$ cat src/logic/crs_pkg.sv
// Constants and types shared by the remote frame slot controller ends
package crs_pkg;

  localparam int           NSLOT        = 16;
  localparam int           ID_W         = 29;
  localparam int           TS_W         = 16;
  localparam int           BASIC_SLOT   = 14;
  // Slot control commands
  localparam logic [7:0]   CTL_STOP     = 8'h00;
  localparam logic [7:0]   CTL_REM_REQ  = 8'hA0;
  localparam logic [7:0]   CTL_RX_KEEP  = 8'hAE;
  localparam logic [7:0]   CTL_ABORT    = 8'h0F;
  // Slot control bit positions
  localparam int           B_TR         = 7;
  localparam int           B_RR         = 6;
  localparam int           B_RM         = 5;
  localparam int           B_RA         = 3;
  localparam int           B_ML         = 2;
  localparam int           B_DN         = 1;
  localparam int           B_ACT        = 0;
  // Host register byte offsets
  localparam logic [7:0]   A_CMD        = 8'h00;
  localparam logic [7:0]   A_TXID       = 8'h04;
  localparam logic [7:0]   A_MASK       = 8'h08;
  localparam logic [7:0]   A_FMT        = 8'h0C;
  localparam logic [7:0]   A_INTEN      = 8'h10;
  localparam logic [7:0]   A_STAT       = 8'h14;
  localparam logic [7:0]   A_RXID       = 8'h18;
  localparam logic [7:0]   A_RXINFO     = 8'h1C;
  localparam logic [7:0]   A_RXLO       = 8'h20;
  localparam logic [7:0]   A_RXHI       = 8'h24;
  localparam logic [7:0]   A_RETRY      = 8'h28;
  localparam logic [1:0]   RESP_OK      = 2'h0;
  localparam logic [1:0]   RESP_ERR     = 2'h2;
  // Cycles from a control write to its readback
  localparam logic [1:0]   RD_WAIT      = 2'h2;

  typedef enum logic [1:0] {OP_NOP, OP_REMOTE, OP_READ, OP_STOP} crs_op_e;

  typedef struct packed {
    logic            tr;
    logic            rr;
    logic            rm;
    logic            ra;
    logic            ml;
    logic            dn;
    logic            act;
    logic            ab;
    logic [ID_W-1:0] id;
    logic [3:0]      dlc;
    logic [TS_W-1:0] ts;
    logic [63:0]     data;
  } crs_slot_s;

endpackage : crs_pkg

$ cat src/logic/crs_slot_if.sv
// Slot register access between the controller and its software agent
`timescale 1ns/10ps
interface crs_slot_if;
  logic        wr_en;
  logic [3:0]  wr_slot;
  logic [7:0]  wr_data;
  logic        id_we;
  logic [28:0] id_data;
  logic [15:0] fmt;
  logic [28:0] id_mask;
  logic [15:0] int_en;
  logic [15:0] int_clr;
  logic [3:0]  rd_slot;
  logic [7:0]  rd_ctrl;
  logic [28:0] rd_id;
  logic [3:0]  rd_dlc;
  logic [15:0] rd_ts;
  logic [63:0] rd_data;
  logic [15:0] int_stat;

  modport dev (
    input  wr_en, wr_slot, wr_data, id_we, id_data, fmt, id_mask,
    input  int_en, int_clr, rd_slot,
    output rd_ctrl, rd_id, rd_dlc, rd_ts, rd_data, int_stat
  );
  modport sw (
    output wr_en, wr_slot, wr_data, id_we, id_data, fmt, id_mask,
    output int_en, int_clr, rd_slot,
    input  rd_ctrl, rd_id, rd_dlc, rd_ts, rd_data, int_stat
  );
endinterface : crs_slot_if

$ cat src/logic/crs_sw_host.sv
// Software agent: AXI4-Lite registers driving slot command sequences
//
// The implementer's own choices: the AXI4-Lite interface to the registers and the register addresses.
`timescale 1ns/10ps
module crs_sw_host (
  input  wire logic        aclk,
  input  wire logic        aresetn,
  input  wire logic [7:0]  awaddr,
  input  wire logic        awvalid,
  output logic             awready,
  input  wire logic [31:0] wdata,
  input  wire logic [3:0]  wstrb,
  input  wire logic        wvalid,
  output logic             wready,
  output logic [1:0]       bresp,
  output logic             bvalid,
  input  wire logic        bready,
  input  wire logic [7:0]  araddr,
  input  wire logic        arvalid,
  output logic             arready,
  output logic [31:0]      rdata,
  output logic [1:0]       rresp,
  output logic             rvalid,
  input  wire logic        rready,
  crs_slot_if.sw           s
);
  import crs_pkg::*;

  typedef enum logic [2:0] {
    S_IDLE, S_INIT, S_POLL, S_SETID, S_REQ, S_CLR, S_CAPT, S_CHECK
  } crs_st_e;

  crs_st_e      st_q;
  logic [1:0]   wt_q;
  logic [3:0]   slot_q;
  logic         stop_q;
  logic [7:0]   aw_q;
  logic [31:0]  wd_q;
  logic [3:0]   ws_q;
  logic         awready_q;
  logic         wready_q;
  logic         bvalid_q;
  logic [1:0]   bresp_q;
  logic         arready_q;
  logic         rvalid_q;
  logic [31:0]  rdata_q;
  logic [1:0]   rresp_q;
  logic [31:0]  txid_q;
  logic [31:0]  mask_q;
  logic [31:0]  fmt_q;
  logic [31:0]  inten_q;
  logic [15:0]  iclr_q;
  logic         go_q;
  crs_op_e      op_q;
  logic [3:0]   cslot_q;
  logic         wr_en_q;
  logic [7:0]   wr_data_q;
  logic         id_we_q;
  logic [7:0]   last_q;
  logic [28:0]  rxid_q;
  logic [3:0]   rxdlc_q;
  logic [15:0]  rxts_q;
  logic [63:0]  rxdat_q;
  logic [15:0]  retry_q;
  logic         do_wr;

  function automatic logic [31:0] crs_merge(input logic [31:0] o,
                                           input logic [31:0] n,
                                           input logic [3:0]  b);
    logic [31:0] r;
    r = o;
    for (int i = 0; i < 4; i++) begin
      if (b[i]) r[8*i +: 8] = n[8*i +: 8];
    end
    return r;
  endfunction : crs_merge

  // Address and data held apart; write done once both are in
  assign do_wr = ~awready_q & ~wready_q & ~bvalid_q;

  always_ff @(posedge aclk) begin
    if (!aresetn) begin
      awready_q <= 1'b1;
      wready_q  <= 1'b1;
      bvalid_q  <= 1'b0;
      bresp_q   <= RESP_OK;
      aw_q      <= 8'h00;
      wd_q      <= 32'h0;
      ws_q      <= 4'h0;
      txid_q    <= 32'h0;
      mask_q    <= 32'h0;
      fmt_q     <= 32'h0;
      inten_q   <= 32'h0;
      iclr_q    <= 16'h0;
      go_q      <= 1'b0;
      op_q      <= OP_NOP;
      cslot_q   <= 4'h0;
    end else begin
      iclr_q <= 16'h0;
      go_q   <= 1'b0;
      if (awvalid && awready_q) begin
        aw_q      <= awaddr;
        awready_q <= 1'b0;
      end
      if (wvalid && wready_q) begin
        wd_q     <= wdata;
        ws_q     <= wstrb;
        wready_q <= 1'b0;
      end
      if (bvalid_q && bready) bvalid_q <= 1'b0;
      if (do_wr) begin
        awready_q <= 1'b1;
        wready_q  <= 1'b1;
        bvalid_q  <= 1'b1;
        bresp_q   <= RESP_OK;
        unique case (aw_q)
          A_CMD: begin
            // Commands while a sequence runs are dropped
            if (st_q == S_IDLE && ws_q[0]) begin
              cslot_q <= wd_q[3:0];
              op_q    <= crs_op_e'(wd_q[5:4]);
              go_q    <= 1'b1;
            end
          end
          A_TXID:  txid_q  <= crs_merge(txid_q, wd_q, ws_q);
          A_MASK:  mask_q  <= crs_merge(mask_q, wd_q, ws_q);
          A_FMT:   fmt_q   <= crs_merge(fmt_q, wd_q, ws_q);
          A_INTEN: inten_q <= crs_merge(inten_q, wd_q, ws_q);
          A_STAT:  iclr_q  <= wd_q[31:16] & {{8{ws_q[3]}}, {8{ws_q[2]}}};
          default: bresp_q <= RESP_ERR;
        endcase
      end
    end
  end

  // Reads answer one cycle after the address is taken
  always_ff @(posedge aclk) begin
    if (!aresetn) begin
      arready_q <= 1'b1;
      rvalid_q  <= 1'b0;
      rdata_q   <= 32'h0;
      rresp_q   <= RESP_OK;
    end else if (arvalid && arready_q) begin
      arready_q <= 1'b0;
      rvalid_q  <= 1'b1;
      rresp_q   <= RESP_OK;
      unique case (araddr)
        A_CMD:    rdata_q <= {26'h0, op_q, cslot_q};
        A_TXID:   rdata_q <= txid_q;
        A_MASK:   rdata_q <= mask_q;
        A_FMT:    rdata_q <= fmt_q;
        A_INTEN:  rdata_q <= inten_q;
        A_STAT:   rdata_q <= {s.int_stat, last_q, 7'h0, st_q != S_IDLE};
        A_RXID:   rdata_q <= {3'h0, rxid_q};
        A_RXINFO: rdata_q <= {rxts_q, 12'h0, rxdlc_q};
        A_RXLO:   rdata_q <= rxdat_q[31:0];
        A_RXHI:   rdata_q <= rxdat_q[63:32];
        A_RETRY:  rdata_q <= {16'h0, retry_q};
        default: begin
          rdata_q <= 32'h0;
          rresp_q <= RESP_ERR;
        end
      endcase
    end else if (rvalid_q && rready) begin
      rvalid_q  <= 1'b0;
      arready_q <= 1'b1;
    end
  end

  // Command sequences; a wait covers the device readback delay
  always_ff @(posedge aclk) begin
    if (!aresetn) begin
      st_q      <= S_IDLE;
      wt_q      <= 2'h0;
      slot_q    <= 4'h0;
      stop_q    <= 1'b0;
      wr_en_q   <= 1'b0;
      wr_data_q <= CTL_STOP;
      id_we_q   <= 1'b0;
      last_q    <= 8'h00;
      rxid_q    <= '0;
      rxdlc_q   <= 4'h0;
      rxts_q    <= 16'h0;
      rxdat_q   <= 64'h0;
      retry_q   <= 16'h0;
    end else begin
      wr_en_q <= 1'b0;
      id_we_q <= 1'b0;
      if (wt_q != 2'h0) begin
        wt_q <= wt_q - 2'h1;
      end else begin
        unique case (st_q)
          S_IDLE: begin
            if (go_q && op_q != OP_NOP) begin
              slot_q <= cslot_q;
              stop_q <= (op_q == OP_STOP);
              st_q   <= (op_q == OP_READ) ? S_CLR : S_INIT;
            end
          end
          S_INIT: begin
            wr_en_q   <= 1'b1;
            wr_data_q <= CTL_STOP;
            wt_q      <= RD_WAIT;
            st_q      <= S_POLL;
          end
          S_POLL: begin
            last_q <= s.rd_ctrl;
            if (!s.rd_ctrl[B_ACT]) begin
              st_q <= stop_q ? S_IDLE : S_SETID;
            end
          end
          S_SETID: begin
            id_we_q <= 1'b1;
            st_q    <= S_REQ;
          end
          S_REQ: begin
            wr_en_q   <= 1'b1;
            wr_data_q <= CTL_REM_REQ;
            st_q      <= S_IDLE;
          end
          S_CLR: begin
            wr_en_q   <= 1'b1;
            wr_data_q <= CTL_RX_KEEP;
            wt_q      <= RD_WAIT;
            st_q      <= S_CAPT;
          end
          S_CAPT: begin
            rxid_q  <= s.rd_id;
            rxdlc_q <= s.rd_dlc;
            rxts_q  <= s.rd_ts;
            rxdat_q <= s.rd_data;
            st_q    <= S_CHECK;
          end
          S_CHECK: begin
            last_q <= s.rd_ctrl;
            // New store during readout: start over
            if (s.rd_ctrl[B_DN]) begin
              retry_q <= retry_q + 16'h1;
              st_q    <= S_CLR;
            end else begin
              st_q <= S_IDLE;
            end
          end
        endcase
      end
    end
  end

  assign awready   = awready_q;
  assign wready    = wready_q;
  assign bvalid    = bvalid_q;
  assign bresp     = bresp_q;
  assign arready   = arready_q;
  assign rvalid    = rvalid_q;
  assign rdata     = rdata_q;
  assign rresp     = rresp_q;
  assign s.wr_en   = wr_en_q;
  assign s.wr_slot = slot_q;
  assign s.wr_data = wr_data_q;
  assign s.id_we   = id_we_q;
  assign s.id_data = txid_q[28:0];
  assign s.fmt     = fmt_q[15:0];
  assign s.id_mask = mask_q[28:0];
  assign s.int_en  = inten_q[15:0];
  assign s.int_clr = iclr_q;
  assign s.rd_slot = slot_q;

endmodule : crs_sw_host

$ cat src/flat_wrapper.sv
// flat-port wrapper written by rule: the top's interface ports become plain ports
module crs_sw_host_flat import crs_pkg::*;
  (aclk, aresetn, awaddr, awvalid, awready, wdata, wstrb, wvalid, wready, bresp, bvalid, bready, araddr, arvalid, arready, rdata, rresp, rvalid, rready, s_wr_en, s_wr_slot, s_wr_data, s_id_we, s_id_data, s_fmt, s_id_mask, s_int_en, s_int_clr, s_rd_slot, s_rd_ctrl, s_rd_id, s_rd_dlc, s_rd_ts, s_rd_data, s_int_stat);
  crs_slot_if s_i ();
  input  wire logic aclk;
  input  wire logic aresetn;
  input  wire logic [7:0] awaddr;
  input  wire logic awvalid;
  output logic awready;
  input  wire logic [31:0] wdata;
  input  wire logic [3:0] wstrb;
  input  wire logic wvalid;
  output logic wready;
  output logic [1:0] bresp;
  output logic bvalid;
  input  wire logic bready;
  input  wire logic [7:0] araddr;
  input  wire logic arvalid;
  output logic arready;
  output logic [31:0] rdata;
  output logic [1:0] rresp;
  output logic rvalid;
  input  wire logic rready;
  output wire logic [$bits(s_i.wr_en)-1:0] s_wr_en;
  output wire logic [$bits(s_i.wr_slot)-1:0] s_wr_slot;
  output wire logic [$bits(s_i.wr_data)-1:0] s_wr_data;
  output wire logic [$bits(s_i.id_we)-1:0] s_id_we;
  output wire logic [$bits(s_i.id_data)-1:0] s_id_data;
  output wire logic [$bits(s_i.fmt)-1:0] s_fmt;
  output wire logic [$bits(s_i.id_mask)-1:0] s_id_mask;
  output wire logic [$bits(s_i.int_en)-1:0] s_int_en;
  output wire logic [$bits(s_i.int_clr)-1:0] s_int_clr;
  output wire logic [$bits(s_i.rd_slot)-1:0] s_rd_slot;
  input wire logic [$bits(s_i.rd_ctrl)-1:0] s_rd_ctrl;
  input wire logic [$bits(s_i.rd_id)-1:0] s_rd_id;
  input wire logic [$bits(s_i.rd_dlc)-1:0] s_rd_dlc;
  input wire logic [$bits(s_i.rd_ts)-1:0] s_rd_ts;
  input wire logic [$bits(s_i.rd_data)-1:0] s_rd_data;
  input wire logic [$bits(s_i.int_stat)-1:0] s_int_stat;
  assign s_wr_en = s_i.wr_en;
  assign s_wr_slot = s_i.wr_slot;
  assign s_wr_data = s_i.wr_data;
  assign s_id_we = s_i.id_we;
  assign s_id_data = s_i.id_data;
  assign s_fmt = s_i.fmt;
  assign s_id_mask = s_i.id_mask;
  assign s_int_en = s_i.int_en;
  assign s_int_clr = s_i.int_clr;
  assign s_rd_slot = s_i.rd_slot;
  assign s_i.rd_ctrl = s_rd_ctrl;
  assign s_i.rd_id = s_rd_id;
  assign s_i.rd_dlc = s_rd_dlc;
  assign s_i.rd_ts = s_rd_ts;
  assign s_i.rd_data = s_rd_data;
  assign s_i.int_stat = s_int_stat;
  crs_sw_host u_core (.aclk(aclk), .aresetn(aresetn), .awaddr(awaddr), .awvalid(awvalid), .awready(awready), .wdata(wdata), .wstrb(wstrb), .wvalid(wvalid), .wready(wready), .bresp(bresp), .bvalid(bvalid), .bready(bready), .araddr(araddr), .arvalid(arvalid), .arready(arready), .rdata(rdata), .rresp(rresp), .rvalid(rvalid), .rready(rready), .s(s_i));
endmodule
$ cat config.mk
export PLATFORM = sky130hd
export DESIGN_NAME = crs_sw_host_flat
export DESIGN_NICKNAME = d
export VERILOG_FILES = /design/src/logic/crs_pkg.sv /design/src/logic/crs_slot_if.sv /design/src/logic/crs_sw_host.sv /design/src/flat_wrapper.sv
export SDC_FILE = /design/constraint.sdc
export NUM_CORES = 1
export LEC_CHECK = 0
export BUFFER_PORTS_ARGS = -buffer_cell sky130_fd_sc_hd__buf_2
export CORE_MARGIN = 3
export CORE_UTILIZATION = 55
export DETAILED_ROUTE_END_ITERATION = 6
export GPL_TIMING_DRIVEN = 1
export PLACE_DENSITY = 0.8
export RECOVER_POWER = 25
export SYNTH_ARGS = -nofsm -noshare
export SYNTH_HDL_FRONTEND = slang
export SYNTH_SLANG_ARGS = --single-unit
$ cat constraint.sdc
create_clock -name aclk -period 4.2 [get_ports aclk]
set_clock_uncertainty 0.2 [all_clocks]
set_input_delay 0.84 -clock aclk [delete_from_list [all_inputs] [get_ports aclk]]
set_output_delay 0.84 -clock aclk [all_outputs]
set_load 0.01 [all_outputs]
==> impl_metrics.py <==
metrics = {
    "run_status": {
        "status": "complete, but fails checks",
        "violations": "max-capacitance violations, max-slew violations",
    },
    "placement": {
        "hpwl_um": 40700,
        "gp_congestion": 1.02,
        "dpl-instance-area_um2": 18600,
        "portBuffers": 355,
    },
    "grt": {
        "gr-total-overflow": 0,
        "grt_pass1_wl_um": 82600,
        "antenna_found_initial": 3,
        "track_usage_pct": 31.3,
        "grt_pass1_vias": 14200,
        "grt_max_degree": 164,
    },
    "timing": {
        "slew_violations": 37,
        "min_period_ns": 3.12,
        "slew_headroom_pct": -9.02,
        "hold_viol": 0,
        "fin_crit_sh_pct": 74.2,
        "hold_ws_ns": 0.254,
        "setup_viol": 0,
        "worst_pin_slew_ns": 1.64,
        "setup_tns_ns": 0,
        "rsz0062_at_grt": "no",
        "max_freq_ghz": 0.321,
    },
    "setup_path": {
        "end_kind": "flop",
        "required_ns": 4.46,
        "crit_type": "reg -> reg",
        "cp_max_fo": 13,
        "start_kind": "flop",
        "crit_arrival_ns": 3.38,
    },
    "floorplanning": {
        "core-area_um2": 30800,
        "die_height_um": 183,
        "die-area_um2": 33600,
        "start_util_pct": 56.1,
        "die_w_um": 183,
        "row_count": 64,
        "ioPinCount": 361,
    },
    "power": {
        "power_switching_mw": 2.03,
        "leakage_nw": 7.28,
        "swShare_pct": 24.8,
        "p_clk_share_pct": 44.1,
        "comb_power_share_pct": 8.6,
        "ir_drop_mv": 0.256,
        "power.internal_mw": 6.15,
        "finalPower_mw": 8.17,
        "p_seq_share_pct": 47.3,
        "p_per_area_nw_per_um2": 413,
    },
    "clocking": {
        "cts-root-buf": "clkbuf_16",
        "cts_buffers": 40,
        "insertion_delay_ns": 0.54,
        "postCtsSetupRepairBufs": 0,
        "cts.clk_slew.worst_paths_ns": 0.06,
        "cts_buffer_depth": 3,
        "cts_sinks": 385,
        "cts-resized-gates": 0,
        "htree_num_levels": 2,
        "cts_hold_buf": 0,
        "cts_tree": "built",
    },
    "final_layout": {
        "drive_above_1_share_pct": 19.6,
        "fin_util_pct": 64.2,
        "syn_to_final_growth_pct": 14.5,
        "fin_area_um2": 19800,
        "nets": 2376,
    },
    "synthesis": {
        "netlist_top_cells_area": "dfxtp_1 (45%), mux2i_1 (12%), nand2_1 (9.7%), a21oi_1 (5.6%), buf_4 (4.4%)",
        "synth_most_common_cell": "nand2_1",
        "synth-edff-count": 0,
        "synth_common_cells": "nand2_1 (448), dfxtp_1 (385), mux2i_1 (210)",
        "synth_area_per_cell_um2": 8.70,
        "yosysWarnings": 0,
        "ys_async_sr_fraction_pct": 0,
        "synth.largest_area_cell": "dfxtp_1",
        "syn_area_um2": 17300,
        "ys_ff_latch": 385,
        "synth-main-ff-cell": "dfxtp_1",
        "synth_top_area_share_pct": 44.6,
        "synthCells": 1989,
        "ys_seq_area_share_pct": 44.6,
        "ys_types": 67,
    },
    "min_path": {
        "hold_path.class": "reg -> reg",
    },
    "route": {
        "dr.pass1.iters": 6,
        "wl_met2_um": 23500,
        "detail-route-antenna-nets": 0,
        "drc": 0,
        "drt-met1-wl_um": 24000,
        "vias": 15600,
        "drtIter0Drc": 1552,
        "routed-wl-met3_um": 5830,
        "highest_layer": "met5",
        "wire_per_inst_um": 21.2,
        "drt-vias-per-instance": 5.98,
        "wl_um": 55200,
    },
    "job": {
        "maxCapViolCount": 1,
    },
}
## sequential cells by signal (all words and copies together), names as in the netlist, 2 cells and up
register,count
u_core.aw_q,8
u_core.fmt_q,32
u_core.rxdat_q,64
u_core.last_q,8
u_core.op_q,2
u_core.cslot_q,4
u_core.rxts_q,16
u_core.rdata,32
u_core.st_q,3
u_core.mask_q,32
u_core.rxid_q,29
u_core.retry_q,16
u_core.ws_q,4
u_core.s.rd_slot,4
u_core.rxdlc_q,4
u_core.wt_q,2
u_core.inten_q,32
u_core.s.int_clr,16
u_core.wd_q,32
u_core.s.wr_data,2
u_core.txid_q,32
## power by group through the flow
stage | clock, mW | combinational (mW) | sequential, mW
final | 3.60 | 0.706 | 3.86
after global routing | 3.77 | 0.766 | 3.87
after CTS | 3.63 | 0.699 | 3.86
after detailed placement | 0 | 0.694 | 3.94
after global placement | 0 | 0.675 | 3.94
after floorplan | 0 | 0.497 | 3.88
## layout make-up
type	instances	area, µm²
Antenna cell	2	5.00
Clock buffer	55	1140
Inverter	8	37.5
Timing Repair Buffer	383	1930
Sequential cell	385	7710
Tap cell	396	495
Multi-Input combinational cell	1359	8300
Fill cell	2582	11000
Clock inverter	14	194
## cell families (layout without fill, tap and decap cells)
family,after synthesis,after routing,share of synthesized area [%]
buffers and inverters,249,460,7.80
adders and majority gates,3,3,0.217
DFF,385,385,44.6
other,1,7,0.0217
and+or+nand+nor,732,732,19.6
xor gates and xnor gates,8,8,0.405
AOI/OAI and AO/OA,384,384,14.1
muxes,227,227,13.4
## worst max-delay path: stages (launching register included)
cell and delay (ns):
dfxtp_1 0.41, or3_1 0.66, or3_1 0.69, nor4_4 0.82, mux2i_1 0.28
## path summary, 6_finish.rpt
kind | start | end | slack [ns] | depth (start not counted)
worst max-delay path | u_core.awready | u_core.txid_q[14] | 1.08 | 4
worst min-delay path | u_core.rxdat_q[27] | u_core.rxdat_q[27] | 0.25 | 2
worst max register to register | u_core.awready | u_core.txid_q[14] | 1.08 | 4
worst min register to register | u_core.rxdat_q[27] | u_core.rxdat_q[27] | 0.25 | 2
## per-stage QoR
step                      instances  setup slack, ns
after floorplan                1993             1.21
after global placement         2531             1.05
after detailed placement       2531            0.989
after CTS                      2600             1.07
after global routing           2601            0.936
final                          2602             1.08
## per-layer routing
metal,GRT usage [%],vias to the layer above
met5,0,-
met3,5.79,113
met4,10.3,4
met1,45.9,7355
met2,46.6,871
li1,-,7220
## cell usage in the layout, fill, tap and decap left out, types with 8 or more instances in the layout
master and instances:
or4_1 9, o21ai_0 37, a211oi_1 10, mux2_2 15
o221a_2 9, mux2i_1 210, nor3_1 29, dfxtp_1 385
buf_4 23, clkbuf_16 40, clkbuf_8 8, nand3_1 32
a221oi_1 8, o2bb2ai_1 32, buf_2 281, clkbuf_1 82
nand4_1 19, nor2_1 85, and2_1 27, nor2b_1 8
a22oi_1 29, or3_1 9, nand2_1 448, a21oi_1 194
a32oi_1 18
Power figures use the tool's default switching activity.
